===== src/rtl/card_power_pkg.sv =====
// Package: constants, types and decode functions of the card power controller
package card_power_pkg;

    // ------------------------------------------------------------
    // Control word layout
    // ------------------------------------------------------------
    localparam int WORD_BITS = 11;          // Bits in one serial control word
    localparam int POS_A_PROG0 = 0;         // Slot A prog select, first bit
    localparam int POS_A_PROG1 = 1;         // Slot A prog select, second bit
    localparam int POS_A_CORE_LO = 2;       // Slot A core select, low bit
    localparam int POS_A_CORE_HI = 3;       // Slot A core select, high bit
    localparam int POS_B_PROG0 = 4;         // Slot B prog select, first bit
    localparam int POS_B_PROG1 = 5;         // Slot B prog select, second bit
    localparam int POS_B_CORE_HI = 6;       // Slot B core select, high bit
    localparam int POS_B_CORE_LO = 7;       // Slot B core select, low bit
    localparam int POS_SHUTDOWN = 8;        // Shutdown bit, low means shut down
    localparam int POS_A_PROG_X = 9;        // Slot A prog 3.3 V / 5 V pick
    localparam int POS_B_PROG_X = 10;       // Slot B prog 3.3 V / 5 V pick
    localparam logic [10:0] WORD_RESET = 11'h000; // Word after reset

    // ------------------------------------------------------------
    // Pin sampling
    // ------------------------------------------------------------
    localparam int FAULT_INPUTS = 5;        // Four output faults plus overtemp
    localparam logic [2:0] LINK_SYNC_RESET = 3'h0; // Link synchroniser value
    localparam logic [7:0] PIN_SYNC_RESET = 8'h00; // Pins sync, reset_n low

    // ------------------------------------------------------------
    // Register map
    // ------------------------------------------------------------
    localparam logic [7:0] REG_WORD = 8'h00;       // Latched word and hold flag
    localparam logic [7:0] REG_STATUS = 8'h04;     // Live status
    localparam logic [7:0] REG_IRQ_STATUS = 8'h08; // Sticky events, write one
    localparam logic [7:0] REG_IRQ_MASK = 8'h0C;   // Event enables
    localparam int POS_GROUNDED = 16;       // Hold flag in the word register
    localparam int IRQ_BITS = 3;            // Number of event bits
    localparam int IRQ_WORD_TAKEN = 0;      // A word was latched
    localparam int IRQ_LATCH_REFUSED = 1;   // Latch seen during reset
    localparam int IRQ_OVERCURRENT = 2;     // Fault condition began
    localparam logic [2:0] IRQ_MASK_RESET = 3'h0; // Mask after reset

    // ------------------------------------------------------------
    // Output switch settings
    // ------------------------------------------------------------
    typedef enum logic [2:0] {
        sup_gnd, sup_3v3, sup_5v, sup_12v, sup_hiz
    } supply_t;

    // Core supply from its two select bits
    function automatic supply_t decode_core(input logic hi, input logic lo,
                                            input logic shut_off_n);
        supply_t res;
        res = sup_gnd;
        if (!shut_off_n) begin
            res = sup_hiz;
        end else if ({hi, lo} == 2'h1) begin
            res = sup_3v3;
        end else if ({hi, lo} == 2'h2) begin
            res = sup_5v;
        end
        return res;
    endfunction : decode_core

    // Programming supply, independent or legacy selection
    function automatic supply_t decode_prog(input logic indep, input logic b0,
                                            input logic b1, input logic bx,
                                            input logic shut_off_n,
                                            input supply_t core);
        supply_t res;
        res = sup_gnd;
        if (!shut_off_n) begin
            res = sup_hiz;
        end else begin
            unique case ({b0, b1})
                2'h0: res = sup_gnd;
                2'h1: res = indep ? (bx ? sup_5v : sup_3v3) : core;
                2'h2: res = sup_12v;
                2'h3: res = sup_hiz;
            endcase
        end
        return res;
    endfunction : decode_prog

endpackage : card_power_pkg


===== src/rtl/link_word_if.sv =====
// Interface: shifted control word and latch event between link sampler and core
interface link_word_if;
    import card_power_pkg::*;
    logic [WORD_BITS-1:0] word;    // Serial shift contents
    logic latch_pulse;             // One cycle on a latch rising edge
    modport source(output word, output latch_pulse);
    modport sink(input word, input latch_pulse);
endinterface : link_word_if


===== src/rtl/serial_link_sampler.sv =====
// Module: samples the three-wire link and shifts the control word
module serial_link_sampler
    import card_power_pkg::*;
(
    // Clock and reset
    input wire logic pclk,
    input wire logic presetn,
    input wire logic clk_en,
    // Link pins
    input wire logic link_data,
    input wire logic link_clock,
    input wire logic link_latch,
    // Word to the core
    link_word_if.source lw
);

    // ------------------------------------------------------------
    // Synchronisers, bit order {latch, clock, data}
    // ------------------------------------------------------------
    logic [2:0] sync_a;   // First stage, read only by sync_b
    logic [2:0] sync_b;   // Second stage
    logic [2:0] sync_d;   // Delayed copy for edge finding
    wire clock_rise = sync_b[1] & ~sync_d[1];
    wire latch_rise = sync_b[2] & ~sync_d[2];

    // Two flops per pin; all three share one delay so order is kept
    always_ff @(posedge pclk or negedge presetn) begin
        if (!presetn) begin
            sync_a <= LINK_SYNC_RESET;
            sync_b <= LINK_SYNC_RESET;
            sync_d <= LINK_SYNC_RESET;
        end else if (clk_en) begin
            sync_a <= {link_latch, link_clock, link_data};
            sync_b <= sync_a;
            sync_d <= sync_b;
        end
    end

    // ------------------------------------------------------------
    // Shift register and latch event
    // ------------------------------------------------------------
    // Data taken on clock rise, first bit ends up at the top
    always_ff @(posedge pclk or negedge presetn) begin
        if (!presetn) begin
            lw.word <= WORD_RESET;
            lw.latch_pulse <= 1'b0;
        end else if (clk_en) begin
            if (clock_rise) begin
                lw.word <= {lw.word[WORD_BITS-2:0], sync_b[0]};
            end
            lw.latch_pulse <= latch_rise;
        end
    end
endmodule : serial_link_sampler


===== src/rtl/card_power_ctrl.sv =====
// Module: dual-slot card power control logic with serial link and APB registers
//
// Functional notes
// Mode pin high independent, low/floating legacy
// Independent prog supply ignores core setting
// Either reset grounds all four supply outputs
// Stay grounded until a new word latched
// Latch edges ignored while reset asserted
// Power-up enters the same grounded state
// Data shifted on serial clock rising edge
// Latch rise copies eleven bits in parallel
// Host latches before next serial clock edge
// Flag low on any overcurrent or overtemperature
// Slot A core from bits 3,2
// Slot B core from bits 6,7
// Independent slot A prog from 0,1,9
// Independent slot B prog from 4,5,10
// Legacy slot A prog 01 follows core
// Legacy slot B prog 01 follows core
// Shutdown bit low makes all outputs high-impedance
// Word shifted most significant bit first
// Output register changes only on latch
module card_power_ctrl
    import card_power_pkg::*;
(
    // Clock, reset, enable
    input wire logic pclk,
    input wire logic presetn,
    input wire logic clk_en,
    // APB slave
    input wire logic psel,
    input wire logic penable,
    input wire logic pwrite,
    input wire logic [7:0] paddr,
    input wire logic [31:0] pwdata,
    output logic [31:0] prdata,
    output logic pready,
    output logic pslverr,
    // Serial link pins
    input wire logic link_data,
    input wire logic link_clock,
    input wire logic link_latch,
    // Reset and mode pins
    input wire logic reset_high_pin,
    input wire logic reset_n_pin,
    input wire logic mode_pin,
    // Fault sense: four outputs and overtemperature
    input wire logic [FAULT_INPUTS-1:0] fault_in,
    // Supply switch controls
    output supply_t slot_a_core_supply,
    output supply_t slot_a_prog_supply,
    output supply_t slot_b_core_supply,
    output supply_t slot_b_prog_supply,
    output logic ground_switch_one,
    output logic ground_switch_four,
    output logic ground_switch_seven,
    output logic ground_switch_eleven,
    // Flags
    output logic overcurrent_flag_n,
    output logic irq
);

    // ------------------------------------------------------------
    // Link sampler
    // ------------------------------------------------------------
    link_word_if lw ();

    serial_link_sampler u_link (
        .pclk(pclk),
        .presetn(presetn),
        .clk_en(clk_en),
        .link_data(link_data),
        .link_clock(link_clock),
        .link_latch(link_latch),
        .lw(lw)
    );

    // ------------------------------------------------------------
    // Pin synchronisers {faults, mode, reset_n, reset_high}
    // ------------------------------------------------------------
    logic [7:0] pin_a;   // First stage, read only by pin_b
    logic [7:0] pin_b;   // Second stage

    // Two flops per pin; reset_n stage resets low so reset holds at power-up
    always_ff @(posedge pclk or negedge presetn) begin
        if (!presetn) begin
            pin_a <= PIN_SYNC_RESET;
            pin_b <= PIN_SYNC_RESET;
        end else if (clk_en) begin
            pin_a <= {fault_in, mode_pin, reset_n_pin, reset_high_pin};
            pin_b <= pin_a;
        end
    end

    wire reset_req = pin_b[0] | ~pin_b[1];       // Either reset pin active
    wire mode_indep = pin_b[2];                  // High means independent
    wire [FAULT_INPUTS-1:0] fault_s = pin_b[7:3]; // Synced fault lines
    wire fault_any = |fault_s;                   // Any fault

    // ------------------------------------------------------------
    // Output control register
    // ------------------------------------------------------------
    logic [WORD_BITS-1:0] latched_word; // Word driving the switches
    logic grounded;                     // Hold outputs grounded
    logic fault_d;                      // Last fault state for edge

    wire take_word = lw.latch_pulse & ~reset_req;   // Latch accepted
    wire refuse_word = lw.latch_pulse & reset_req;  // Latch dropped

    // Word updates only on an accepted latch; reset clears and holds
    always_ff @(posedge pclk or negedge presetn) begin
        if (!presetn) begin
            latched_word <= WORD_RESET;
            grounded <= 1'b1;
        end else if (clk_en) begin
            if (reset_req) begin
                latched_word <= WORD_RESET;
                grounded <= 1'b1;
            end else if (take_word) begin
                latched_word <= lw.word;
                grounded <= 1'b0;
            end
        end
    end

    // ------------------------------------------------------------
    // Decoding
    // ------------------------------------------------------------
    wire shut_off_n = latched_word[POS_SHUTDOWN];   // Low means shut down
    // Core selections, same in both modes
    wire supply_t dec_a_core = decode_core(latched_word[POS_A_CORE_HI],
        latched_word[POS_A_CORE_LO], shut_off_n);
    wire supply_t dec_b_core = decode_core(latched_word[POS_B_CORE_HI],
        latched_word[POS_B_CORE_LO], shut_off_n);
    // Prog selections, mode picks the table
    wire supply_t dec_a_prog = decode_prog(mode_indep, latched_word[POS_A_PROG0],
        latched_word[POS_A_PROG1], latched_word[POS_A_PROG_X], shut_off_n, dec_a_core);
    wire supply_t dec_b_prog = decode_prog(mode_indep, latched_word[POS_B_PROG0],
        latched_word[POS_B_PROG1], latched_word[POS_B_PROG_X], shut_off_n, dec_b_core);
    // Grounded hold wins over any decoded value
    wire supply_t next_a_core = grounded ? sup_gnd : dec_a_core;
    wire supply_t next_a_prog = grounded ? sup_gnd : dec_a_prog;
    wire supply_t next_b_core = grounded ? sup_gnd : dec_b_core;
    wire supply_t next_b_prog = grounded ? sup_gnd : dec_b_prog;

    // Switch control flops; ground switch closes with a grounded output
    always_ff @(posedge pclk or negedge presetn) begin
        if (!presetn) begin
            slot_a_core_supply <= sup_gnd;
            slot_a_prog_supply <= sup_gnd;
            slot_b_core_supply <= sup_gnd;
            slot_b_prog_supply <= sup_gnd;
            ground_switch_one <= 1'b1;
            ground_switch_four <= 1'b1;
            ground_switch_seven <= 1'b1;
            ground_switch_eleven <= 1'b1;
        end else if (clk_en) begin
            slot_a_core_supply <= next_a_core;
            slot_a_prog_supply <= next_a_prog;
            slot_b_core_supply <= next_b_core;
            slot_b_prog_supply <= next_b_prog;
            ground_switch_one <= (next_a_core == sup_gnd);
            ground_switch_four <= (next_a_prog == sup_gnd);
            ground_switch_seven <= (next_b_core == sup_gnd);
            ground_switch_eleven <= (next_b_prog == sup_gnd);
        end
    end

    // ------------------------------------------------------------
    // APB decode
    // ------------------------------------------------------------
    logic [IRQ_BITS-1:0] irq_status; // Sticky events
    logic [IRQ_BITS-1:0] irq_mask;   // Event enables

    wire apb_done = psel & penable & pready;        // Access edge
    wire apb_wr = apb_done & pwrite;                 // Write takes effect
    wire sel_word = (paddr == REG_WORD);
    wire sel_stat = (paddr == REG_STATUS);
    wire sel_istat = (paddr == REG_IRQ_STATUS);
    wire sel_imask = (paddr == REG_IRQ_MASK);
    wire mapped = sel_word | sel_stat | sel_istat | sel_imask;
    wire [31:0] word_view = {15'h0000, grounded, 5'h00, latched_word};
    wire [31:0] stat_view = {29'h00000000, reset_req, fault_any, mode_indep};
    wire [31:0] rd_mux = sel_word ? word_view :
                         sel_stat ? stat_view :
                         sel_istat ? {29'h00000000, irq_status} :
                         sel_imask ? {29'h00000000, irq_mask} : 32'h00000000;

    // No wait state: answer registered during the setup cycle
    always_ff @(posedge pclk or negedge presetn) begin
        if (!presetn) begin
            pready <= 1'b0;
            prdata <= 32'h00000000;
            pslverr <= 1'b0;
        end else if (clk_en) begin
            pready <= psel & ~penable;
            prdata <= (psel & ~penable) ? rd_mux : 32'h00000000;
            pslverr <= psel & ~penable & ~mapped;
        end
    end

    // ------------------------------------------------------------
    // Interrupts
    // ------------------------------------------------------------
    wire [IRQ_BITS-1:0] events = {fault_any & ~fault_d, refuse_word, take_word};
    wire [IRQ_BITS-1:0] clr = (apb_wr & sel_istat) ? pwdata[IRQ_BITS-1:0] : 3'h0;
    // Set wins over a clear in the same cycle
    wire [IRQ_BITS-1:0] next_irq_status = (irq_status & ~clr) | events;
    wire [IRQ_BITS-1:0] next_irq_mask = (apb_wr & sel_imask) ?
                                        pwdata[IRQ_BITS-1:0] : irq_mask;

    // Status, mask, fault edge and the two flag outputs
    always_ff @(posedge pclk or negedge presetn) begin
        if (!presetn) begin
            irq_status <= 3'h0;
            irq_mask <= IRQ_MASK_RESET;
            fault_d <= 1'b0;
            irq <= 1'b0;
            overcurrent_flag_n <= 1'b1;
        end else if (clk_en) begin
            irq_status <= next_irq_status;
            irq_mask <= next_irq_mask;
            fault_d <= fault_any;
            irq <= |(next_irq_status & next_irq_mask);
            overcurrent_flag_n <= ~fault_any;
        end
    end
endmodule : card_power_ctrl


===== config.mk =====
export PLATFORM = sky130hd
export DESIGN_NAME = card_power_ctrl
export DESIGN_NICKNAME = d
export VERILOG_FILES = /design/src/rtl/card_power_pkg.sv /design/src/rtl/link_word_if.sv /design/src/rtl/serial_link_sampler.sv /design/src/rtl/card_power_ctrl.sv
export SDC_FILE = /design/constraint.sdc
export NUM_CORES = 1
export LEC_CHECK = 0
export ABC_AREA = 0
export BUFFER_PORTS_ARGS = -buffer_cell sky130_fd_sc_hd__buf_2
export CORE_MARGIN = 2
export CORE_UTILIZATION = 44
export CTS_BUF_LIST = sky130_fd_sc_hd__clkbuf_8
export DETAILED_ROUTE_END_ITERATION = 6
export PLACE_DENSITY_LB_ADDON = 0.08
export SETUP_SLACK_MARGIN = 0.5
export SLEW_MARGIN = 15
export SYNTH_ARGS = -nofsm -noshare
export SYNTH_HDL_FRONTEND = slang
export SYNTH_HIERARCHICAL = 1
export SYNTH_SLANG_ARGS = --single-unit

===== constraint.sdc =====
create_clock -name pclk -period 3.1 [get_ports pclk]
set_clock_uncertainty 0.1 [all_clocks]
set_input_delay 0.465 -clock pclk [delete_from_list [all_inputs] [get_ports pclk]]
set_output_delay 0.465 -clock pclk [all_outputs]
set_load 0.03 [all_outputs]

==> metrics, run 1 <==
final setup violation count=0; top post-synthesis cells by count=80 x dfrtp_1, 31 x mux2_2, 22 x buf_4; dpl ws=0.999 ns; Max Cap Viol=0; Final min period=1.84 ns; share of cells above drive strength 1=36.5%; final core occ=approximately 50%; Skew-Pair Late Insertion Delay=0.35 ns; CP endpoint kind=register; static leakage=about 2.2 nW; max_slew headroom=about half; Synth top area share=51.9%; vias in the first global route=2311; final hold violations=0; Post-Syn Area=roughly 3900 um2; Synth Instances=308; die width=97.6 um; FMAX=543 MHz; Worst R2R Setup Slack=between 1 and 1.5 ns; worst r2r src=pin_b[3]$_DFFE_PN0P_; WL/cell=14.6 um; HP Start=fault_in[1]; chip height=97.6 um; RSZ-0062 raised after global routing=false; setup TNS=0 ns; Detail Placement HPWL=approximately 4900 um; Worst Hold Depth=2; pin count of the biggest net entering global routing=just under 90; first-pass GRT wire length=11900 um; Die Area=9530 um2; placed cells=460; Final WS setup=1.26 ns; Iter 0 DRT Violations=81; Critical Path RT=approximately 3.2 ns; placer's final routability congestion estimate=around 0.79; Post-synth EDFFs=0; post-CTS resize count=0; total congestion overflow=0; Syn. warnings=6; Yosys reg bits=86; count leader, synth=dfrtp_1; Hold Crit Endpoint=pin_a[4]$_DFFE_PN0P_; Final ANT Viol Nets=0; Routed WL=7000 um; antenna fix cells=0; PwrDens=598 nW/um2; std cell rows=34; CTS tree=yes; Final nets=422; Initial Util=44.9%; Post-Layout Cell Count=about 480; r2r endpoint=irq$_DFFE_PN0P_; Avg Cell Area, Syn=12.5 um2; Seq/Total Area, Yosys=56.0%; top_reg_cell synth=dfrtp_1; drt pass-1 iters=4; Crit-path slowest cell=or4_1; kind of critical path=register to register; total power draw=approximately 2.6 mW; area growth from synthesis to layout=14.0%; Clock Pin Slew Worst Setup and Hold Paths=0.08 ns; DRC viols=0; CTS H-tree depth=3; Hold/Removal Path Class=primary input to register; r2r worst-path depth=5; CTS Buf Count=9; Total GRT Usage=15.6%; # IOs=109; fin crit share=59.4%; Port-buffer cells=59; worst ir drop on vdd=265 uV; crit path DAT=1.99 ns; Sinks on Clock Net=86; total number of vias=2418; asr flop ratio synth=100%; Worst Tran Pin Value=0.758 ns; core area=8590 um2; max-slew violations=0; biggest area consumer among synthesized cells=dfrtp_1; top post-synthesis cells by area=dfrtp_1 52%, mux2_2 9.1%, a22o_1 4.8%; CTS Root Cell=clkbuf_8; crit start category=register; crit-path cells=or4_1 > nor2_2 > or2_2 > a31oi_1 > o32a_1; crit-path max cell delay=about 0.53 ns; initial antenna violation count=0; DR vias/cell=between 5 and 6; crit-path max FO=4; Yosys cell types=45; outcome=finished, final reports clean; Clock Tree Buf Depth=2
[report_power, final]
group	switching, mW	internal, mW	total (mW)	leakage [nW]
clock	0.408	0.398	0.806	0.0951
combinational	0.216	0.215	0.432	0.998
sequential	0.117	1.27	1.39	1.09
total	0.741	1.89	2.63	2.18
[per-layer routing]
metal | global-route usage (%) | wire (um)
met1 | 21.8 | 3460
met3 | 3.09 | 243
met2 | 23.5 | 3160
met4 | 7.37 | 128
met5 | 0 | 0
[what timing repair did]
action / 4_1_cts / 5_1_grt
setup endpoints to repair: 0 / 0
hold endpoints to repair: 0 / 17
setup buffers: 0 / 0
hold buffers: 0 / 1
[cell families after synthesis]
kind of cell | after synthesis | share of synthesized area [%]
buf+inv | 45 | 6.82
mux | 48 | 15.4
flops | 86 | 56.0
simple gates | 60 | 9.22
compound gates | 68 | 12.4
other cells | 1 | 0.0973
[worst max path at each step]
stage | from | endpoint | slack [ns] | depth (start not counted)
after floorplan | paddr[5] | irq$_DFFE_PN0P_ | 1.30 | 5
after global placement | paddr[5] | irq$_DFFE_PN0P_ | 1.03 | 6
after detailed placement | paddr[5] | irq$_DFFE_PN0P_ | 1.0 | 6
after CTS | pin_b[0]$_DFFE_PN0P_ | latched_word[0]$_DFFE_PN0P_ | 1.08 | 3
after global routing | pin_b[3]$_DFFE_PN0P_ | irq$_DFFE_PN0P_ | 1.16 | 5
final | pin_b[3]$_DFFE_PN0P_ | irq$_DFFE_PN0P_ | 1.26 | 5
[worst max-delay path, delay by kind of cell, from the launching register on]
family,cells,cell delay (ns)
DFF,1,0.39
and+or+nand+nor,3,0.89
AOI/OAI and AO/OA,2,0.35
[cell usage in the layout (no fill, tap or decap), types with 9 or more instances in the layout]
cell type	n
buf_2	58
a22o_1	21
nand2_1	15
mux2_4	10
mux2_2	31
o21ai_1	9
nor2_1	12
dfrtp_1	80
clkbuf_8	10
conb_1	20
a21oi_1	13
[through the flow]
| step | instance area [um2] | hold slack, ns |
|---|---|---|
| 2_1_floorplan | 3930 | 0.0694 |
| 3_3_place_gp | 4150 | 0.360 |
| 3_5_place_dp | 4150 | 0.367 |
| 4_1_cts | 4360 | 0.219 |
| 5_1_grt | 4390 | 0.222 |
| 6_report | 4390 | 0.236 |
[state kept, by name (all words and copies together), names as in the netlist, 3 cells and up]
register,flops
prdata,12
latched_word,11
u_link/lw.word,11
pin_a,8
pin_b,8
irq_mask,3
irq_status,3
slot_a_core_supply,3
slot_a_prog_supply,3
slot_b_prog_supply,3
u_link/sync_a,3
u_link/sync_b,3
[layout make-up]
type | count | area (um2)
fill | 800 | 4200
multi-input combinational | 196 | 1500
sequential | 86 | 2160
inverter | 8 | 30.0
clock buffer | 10 | 138
timing repair buffer | 64 | 358
clock inverter | 6 | 70.1
tap | 108 | 135
No activity file was read; power rests on OpenSTA's default activity.
==> run 2, diff against run 1 <==
Clock period 3.1 ns to 1.84 ns, I/O delays scaled along.
==> run 2 against run 1 <==
  * First-iteration DRC count rose by 4.9%
  * Sequential share of layout area shrank 5.7 points
  * Critical path depth unchanged
  * Hold slack worse by 0.18 ns
  * Global-route usage increased by 1.1 points
  * Cell count is 7.5% higher
==> metrics, run 2 (same netlist as run 1, synthesis figures left out) <==
outcome=finished, final reports clean (unchanged); Port-buffer cells=59 (unchanged); Die Area=9530 um2 (unchanged); Crit-path slowest cell=or4_4 (was or4_1); cell internal pwr=3.26 mW (was 1.89 mW); Routed WL=7640 um (was 7000 um); Logic pwr share=19.9% (was 16.4%); RSZ-0062 raised after global routing=true (was false); crit-path max cell delay=0.55 ns (was 0.53 ns); most frequent cells in the layout=78 x dfrtp_1, 42 x buf_2, 37 x buf_4 (was 80 x dfrtp_1, 58 x buf_2, 31 x mux2_2); DR vias/cell=5.12 (was 5.06); initial antenna violation count=0 (unchanged); area growth from synthesis to layout=29.0% (was 14.0%); share of cells above drive strength 1=50.7% (was 36.5%); NetSw=1.31 mW (was 741 uW); Clock Power Share=28.8% (was 30.7%); worst ir drop on vdd=549 uV (was 265 uV); first-pass GRT wire length=12800 um (was 11900 um); PwrDens=920 nW/um2 (was 598 nW/um2); total number of vias=2633 (was 2418); Clock Pin Slew Worst Setup and Hold Paths=0.09 ns (was 0.08 ns); static leakage=2.44 nW (was 2.18 nW); kind of critical path=register to register (unchanged); final core occ=57.9% (was 51.1%); std cell rows=34 (unchanged); antenna fix cells=0 (unchanged); Total GRT Usage=16.7% (was 15.6%); Sinks on Clock Net=86 (unchanged); FMAX=571 MHz (was 543 MHz); WL/cell=14.9 um (was 14.6 um); max-slew violations=0 (unchanged); Final ANT Viol Nets=0 (unchanged); pin count of the biggest net entering global routing=39 (was 87); CTS Root Cell=clkbuf_8 (unchanged); Final WS setup=0.0880 ns (was 1.26 ns); Hold/Removal Path Class=primary input to register (unchanged); Final nets=458 (was 422); Skew-Pair Late Insertion Delay=0.35 ns (about the same); Iter 0 DRT Violations=85 (was 81); crit path DAT=1.89 ns (was 1.99 ns); CTS Buf Count=9 (unchanged); chip height=97.6 um (unchanged); Final min period=1.75 ns (was 1.84 ns); Reg with most FFs=prdata (unchanged); Clock Tree Buf Depth=2 (unchanged); placer's final routability congestion estimate=0.826 (was 0.787); # IOs=109 (unchanged); max_slew headroom=66.3% (was 49.3%); vias in the first global route=2622 (was 2311); final setup violation count=0 (unchanged); DRC viols=0 (unchanged); biggest regs=prdata (12), latched_word (11), u_link/lw.word (11) (unchanged); total power draw=4.57 mW (was 2.63 mW); sequential group share of total power=51.3% (was 52.9%); switching share of power=28.7% (was 28.2%); dpl ws=-0.0200 ns (was 0.999 ns); Worst Tran Pin Value=0.506 ns (was 0.758 ns); Critical Path RT=1.98 ns (was 3.24 ns); fin crit share=95.2% (was 59.4%); drt pass-1 iters=4 (unchanged); crit-path max FO=2 (was 4); total congestion overflow=0 (unchanged); crit start category=register (unchanged); Largest register FFs=12 (unchanged); commonest non-fill, non-tap cell in the layout=dfrtp_1 (unchanged); CTS H-tree depth=3 (unchanged); crit-path cells=or4_4 > nor2_4 > or2_4 > a31oi_1 > o32a_1 (was or4_1 > nor2_2 > or2_2 > a31oi_1 > o32a_1); Detail Placement HPWL=5130 um (was 4870 um); Max Cap Viol=0 (unchanged); CP endpoint kind=register (unchanged); final hold violations=0 (unchanged); Initial Util=44.9% (unchanged); core area=8590 um2 (unchanged); CTS tree=yes (unchanged); die width=97.6 um (unchanged)
## run 2: changes by cell type in the layout (fill, tap and decap cells not counted), moves of 5 or more
cell / change
buf_2: -16
buf_4: +33
buf_6: +16
mux2_4: +5
nand2b_1: -7
nand2b_4: +7
nor2_1: -7
nor2_4: +7
## run 2: layer usage
metal | up-vias | part of all wire [%] | global-route usage, %
li1 | 1244 | - | -
met3 | 12 | 4.0 | 2.81
met1 | 1308 | 47 | 23.4
met5 | - | 0 | 0
met4 | 0 | 2.1 | 7.59
met2 | 69 | 47 | 25.5
## run 2: worst paths after layout
kind	startpoint	endpoint	slack (ns)	cells after the start
worst max-delay path	pin_b[3]$_DFFE_PN0P_	irq$_DFFE_PN0P_	0.09	5
worst min-delay path	fault_in[2]	pin_a[5]$_DFFE_PN0P_	0.05	2
worst max register to register	pin_b[3]$_DFFE_PN0P_	irq$_DFFE_PN0P_	0.09	5
worst min register to register	pslverr$_DFFE_PN0P_	pslverr$_DFFE_PN0P_	0.38	1
max in group asynchronous	presetn	ground_switch_seven$_DFFE_PN1P_	0.68	3
min in group asynchronous	presetn	slot_b_prog_supply[1]$_DFFE_PN0P_	0.34	2
## run 2: metrics by stage
stage / instance area, um2 / setup TNS, ns / cells / hold slack (ns)
floorplan: 4060 / 0 / 327 / -0.120
global placement: 4380 / -0.0217 / 474 / 0.183
detailed placement: 4380 / -0.0284 / 474 / 0.188
CTS: 4760 / 0 / 503 / 0.0317
global route: 4970 / 0 / 514 / 0.0434
finish: 4970 / 0 / 514 / 0.0522
## run 2: cell type report
class | count | area [um2]
multi-input cells | 196 | 1710
clock inverters | 7 | 75.1
well taps | 108 | 135
flip-flops and latches | 86 | 2160
clock buffers | 9 | 124
repair buffers | 100 | 733
fillers | 724 | 3620
inverters | 8 | 30.0
## run 2: worst max-delay path, delay by kind of cell, from the launching register on
family | cells | cell delay (ns)
compound gates | 2 | 0.39
flops | 1 | 0.39
simple gates | 3 | 0.77
## run 2: power groups by stage
stage	Sequential (mW)	Clock, mW	Combinational [mW]
finish	2.35	1.32	0.909
global route	2.39	1.44	0.988
CTS	2.34	1.36	0.873
detailed placement	2.38	0	0.791
global placement	2.37	0	0.779
floorplan	2.38	0	0.583
## run 2: what timing repair did
action                                  CTS  global route
cloned                                    0             1
buffers inserted                         12            10
pin swaps                                13            10
gates resized for setup                  26            43
hold buffers                              1             0
endpoints found under the hold margin    31             0
endpoints found under the setup margin   42            55
==> run 3, diff against run 2 <==
--- a/config.mk
+++ b/config.mk
@@ -10,5 +10,5 @@
 export CORE_MARGIN = 2
 export CORE_UTILIZATION = 44
-export CTS_BUF_LIST = sky130_fd_sc_hd__clkbuf_8
+export CTS_CLUSTER_DIAMETER = 80
 export DETAILED_ROUTE_END_ITERATION = 6
 export PLACE_DENSITY_LB_ADDON = 0.08
--- a/constraint.sdc
+++ b/constraint.sdc
@@ -3,3 +3,3 @@
 set_input_delay 0.276 -clock pclk [delete_from_list [all_inputs] [get_ports pclk]]
 set_output_delay 0.276 -clock pclk [all_outputs]
-set_load 0.03 [all_outputs]
+set_load 0.02 [all_outputs]
==> run 3 against run 2 <==
  * Flip-flop and latch count unchanged
  * Critical path depth unchanged
  * Final area down 2.3%
  * Critical endpoint unchanged
  * Largest power group unchanged
==> metrics, run 3 (same netlist as run 1, synthesis figures left out) <==
Clock Tree Buf Depth=2 (unchanged); biggest regs=prdata (12), latched_word (11), u_link/lw.word (11) (unchanged); first-pass GRT wire length=12600 um (was 12800 um); vias in the first global route=2495 (was 2622); Total GRT Usage=16.4% (was 16.7%); Crit-path slowest cell=or4_4 (unchanged); Port-buffer cells=59 (unchanged); Die Area=9530 um2 (unchanged); Skew-Pair Late Insertion Delay=0.35 ns (about the same); std cell rows=34 (unchanged); kind of critical path=register to register (unchanged); Max Cap Viol=0 (unchanged); Reg with most FFs=prdata (unchanged); Critical Path RT=1.98 ns (about the same); WL/cell=15.1 um (was 14.9 um); chip height=97.6 um (unchanged); CP endpoint kind=register (unchanged); initial antenna violation count=0 (unchanged); FMAX=577 MHz (was 571 MHz); final hold violations=0 (unchanged); crit-path max cell delay=0.55 ns (about the same); # IOs=109 (unchanged); Sequential Area=2160 um2 (about the same); setup TNS=0 ns (unchanged); drt pass-1 iters=4 (unchanged); outcome=finished, final reports clean (unchanged); total congestion overflow=0 (unchanged); Largest register FFs=12 (unchanged); Clock Pin Slew Worst Setup and Hold Paths=0.09 ns (about the same); RSZ-0062 raised after global routing=true (unchanged); HP Start=fault_in[1] (was fault_in[2]); DR vias/cell=5.00 (was 5.12); total number of vias=2525 (was 2633); crit-path max FO=2 (unchanged); worst ir drop on vdd=471 uV (was 549 uV); fin crit share=94.1% (was 95.2%); final instance area=4860 um2 (was 4970 um2); crit-path cells=or4_4 > nor2_4 > or2_2 > a31oi_1 > o32a_1 (was or4_4 > nor2_4 > or2_4 > a31oi_1 > o32a_1); Final ANT Viol Nets=0 (unchanged); pin count of the biggest net entering global routing=32 (was 39); worst setup path startpoint=pin_b[3]$_DFFE_PN0P_ (unchanged); final setup violation count=0 (unchanged); max-slew violations=0 (unchanged); Final min period=1.73 ns (was 1.75 ns); final core occ=56.6% (was 57.9%); share of cells above drive strength 1=50.4% (was 50.7%); crit path DAT=1.87 ns (was 1.89 ns); Initial Util=44.9% (unchanged); placed cells=475 (was 474); Worst R2R Setup Slack=0.11 ns (was 0.09 ns); DRC viols=0 (unchanged); area growth from synthesis to layout=26.1% (was 29.0%); total power draw=4.59 mW (was 4.57 mW); PwrDens=944 nW/um2 (was 920 nW/um2); Detail Placement HPWL=5200 um (was 5130 um); CTS tree=yes (unchanged); crit start category=register (unchanged); Final WS setup=0.108 ns (was 0.0880 ns); antenna fix cells=0 (unchanged); CTS H-tree depth=3 (unchanged); static leakage=2.40 nW (was 2.44 nW); worst r2r src=pin_b[3]$_DFFE_PN0P_ (unchanged); core area=8590 um2 (unchanged); Iter 0 DRT Violations=76 (was 85); Post-Layout Cell Count=505 (was 514); Sinks on Clock Net=86 (unchanged); Final nets=449 (was 458); fillers=747 (was 724); most frequent cells in the layout=77 x dfrtp_1, 52 x buf_2, 28 x buf_4 (was 78 x dfrtp_1, 42 x buf_2, 37 x buf_4); dpl ws=-0.0692 ns (was -0.0200 ns); CTS Buf Count=9 (unchanged); CTS Root Cell=clkbuf_8 (unchanged); WHS=0.0501 ns (was 0.0522 ns); placer's final routability congestion estimate=0.809 (was 0.826); Routed WL=7620 um (was 7640 um); Hold/Removal Path Class=primary input to register (unchanged); multi-input logic area=1710 um2 (about the same); commonest non-fill, non-tap cell in the layout=dfrtp_1 (unchanged); Area after DPL=4380 um2 (about the same); die width=97.6 um (unchanged)
[run 3: area by class of cell]
class                           instances  area share [%]
Sequential cell                        86            44.5
Multi-Input combinational cell        196            35.1
Timing Repair Buffer                   91            12.6
Clock buffer                           10            2.83
Tap cell                              108            2.78
Clock inverter                          6            1.57
Inverter                                8           0.618
[run 3: where the power goes]
part | total [mW] | leakage, nW | internal (mW) | switching (mW)
combinational | 0.841 | 1.20 | 0.464 | 0.377
sequential | 2.34 | 1.09 | 2.15 | 0.196
clock | 1.41 | 0.109 | 0.689 | 0.717
total | 4.59 | 2.40 | 3.30 | 1.29
[run 3: layer usage]
metal	GRT usage (%)	vias to the layer above	part of all wire [%]
met5	0	-	0
met4	6.09	0	1.3
met3	2.95	10	3.1
met2	24.8	52	46
met1	23.7	1234	50
li1	-	1229	-
[run 3: repair_timing]
item,4_1_cts,5_1_grt
buffers inserted,10,2
pin swaps,16,6
hold buffers,1,0
hold endpoints to repair,26,0
cloned,0,1
setup endpoints to repair,43,44
resized for setup,24,20
[run 3: path summary, 6_finish.rpt]
kind	depth (start not counted)	end
worst min register to register	1	slot_a_core_supply[0]$_DFFE_PN0P_
min in group asynchronous	2	pready$_DFFE_PN0P_
max in group asynchronous	3	u_link/sync_d[1]$_DFFE_PN0P_
worst max register to register	5	irq$_DFFE_PN0P_
worst max-delay path	5	irq$_DFFE_PN0P_
worst min-delay path	2	pin_a[4]$_DFFE_PN0P_
[run 3: worst max-delay path: cells and delay by family, from the launching register on]
kind / cells / cell delay [ns]
simple gates: 3 / 0.76
compound gates: 2 / 0.36
flops: 1 / 0.39
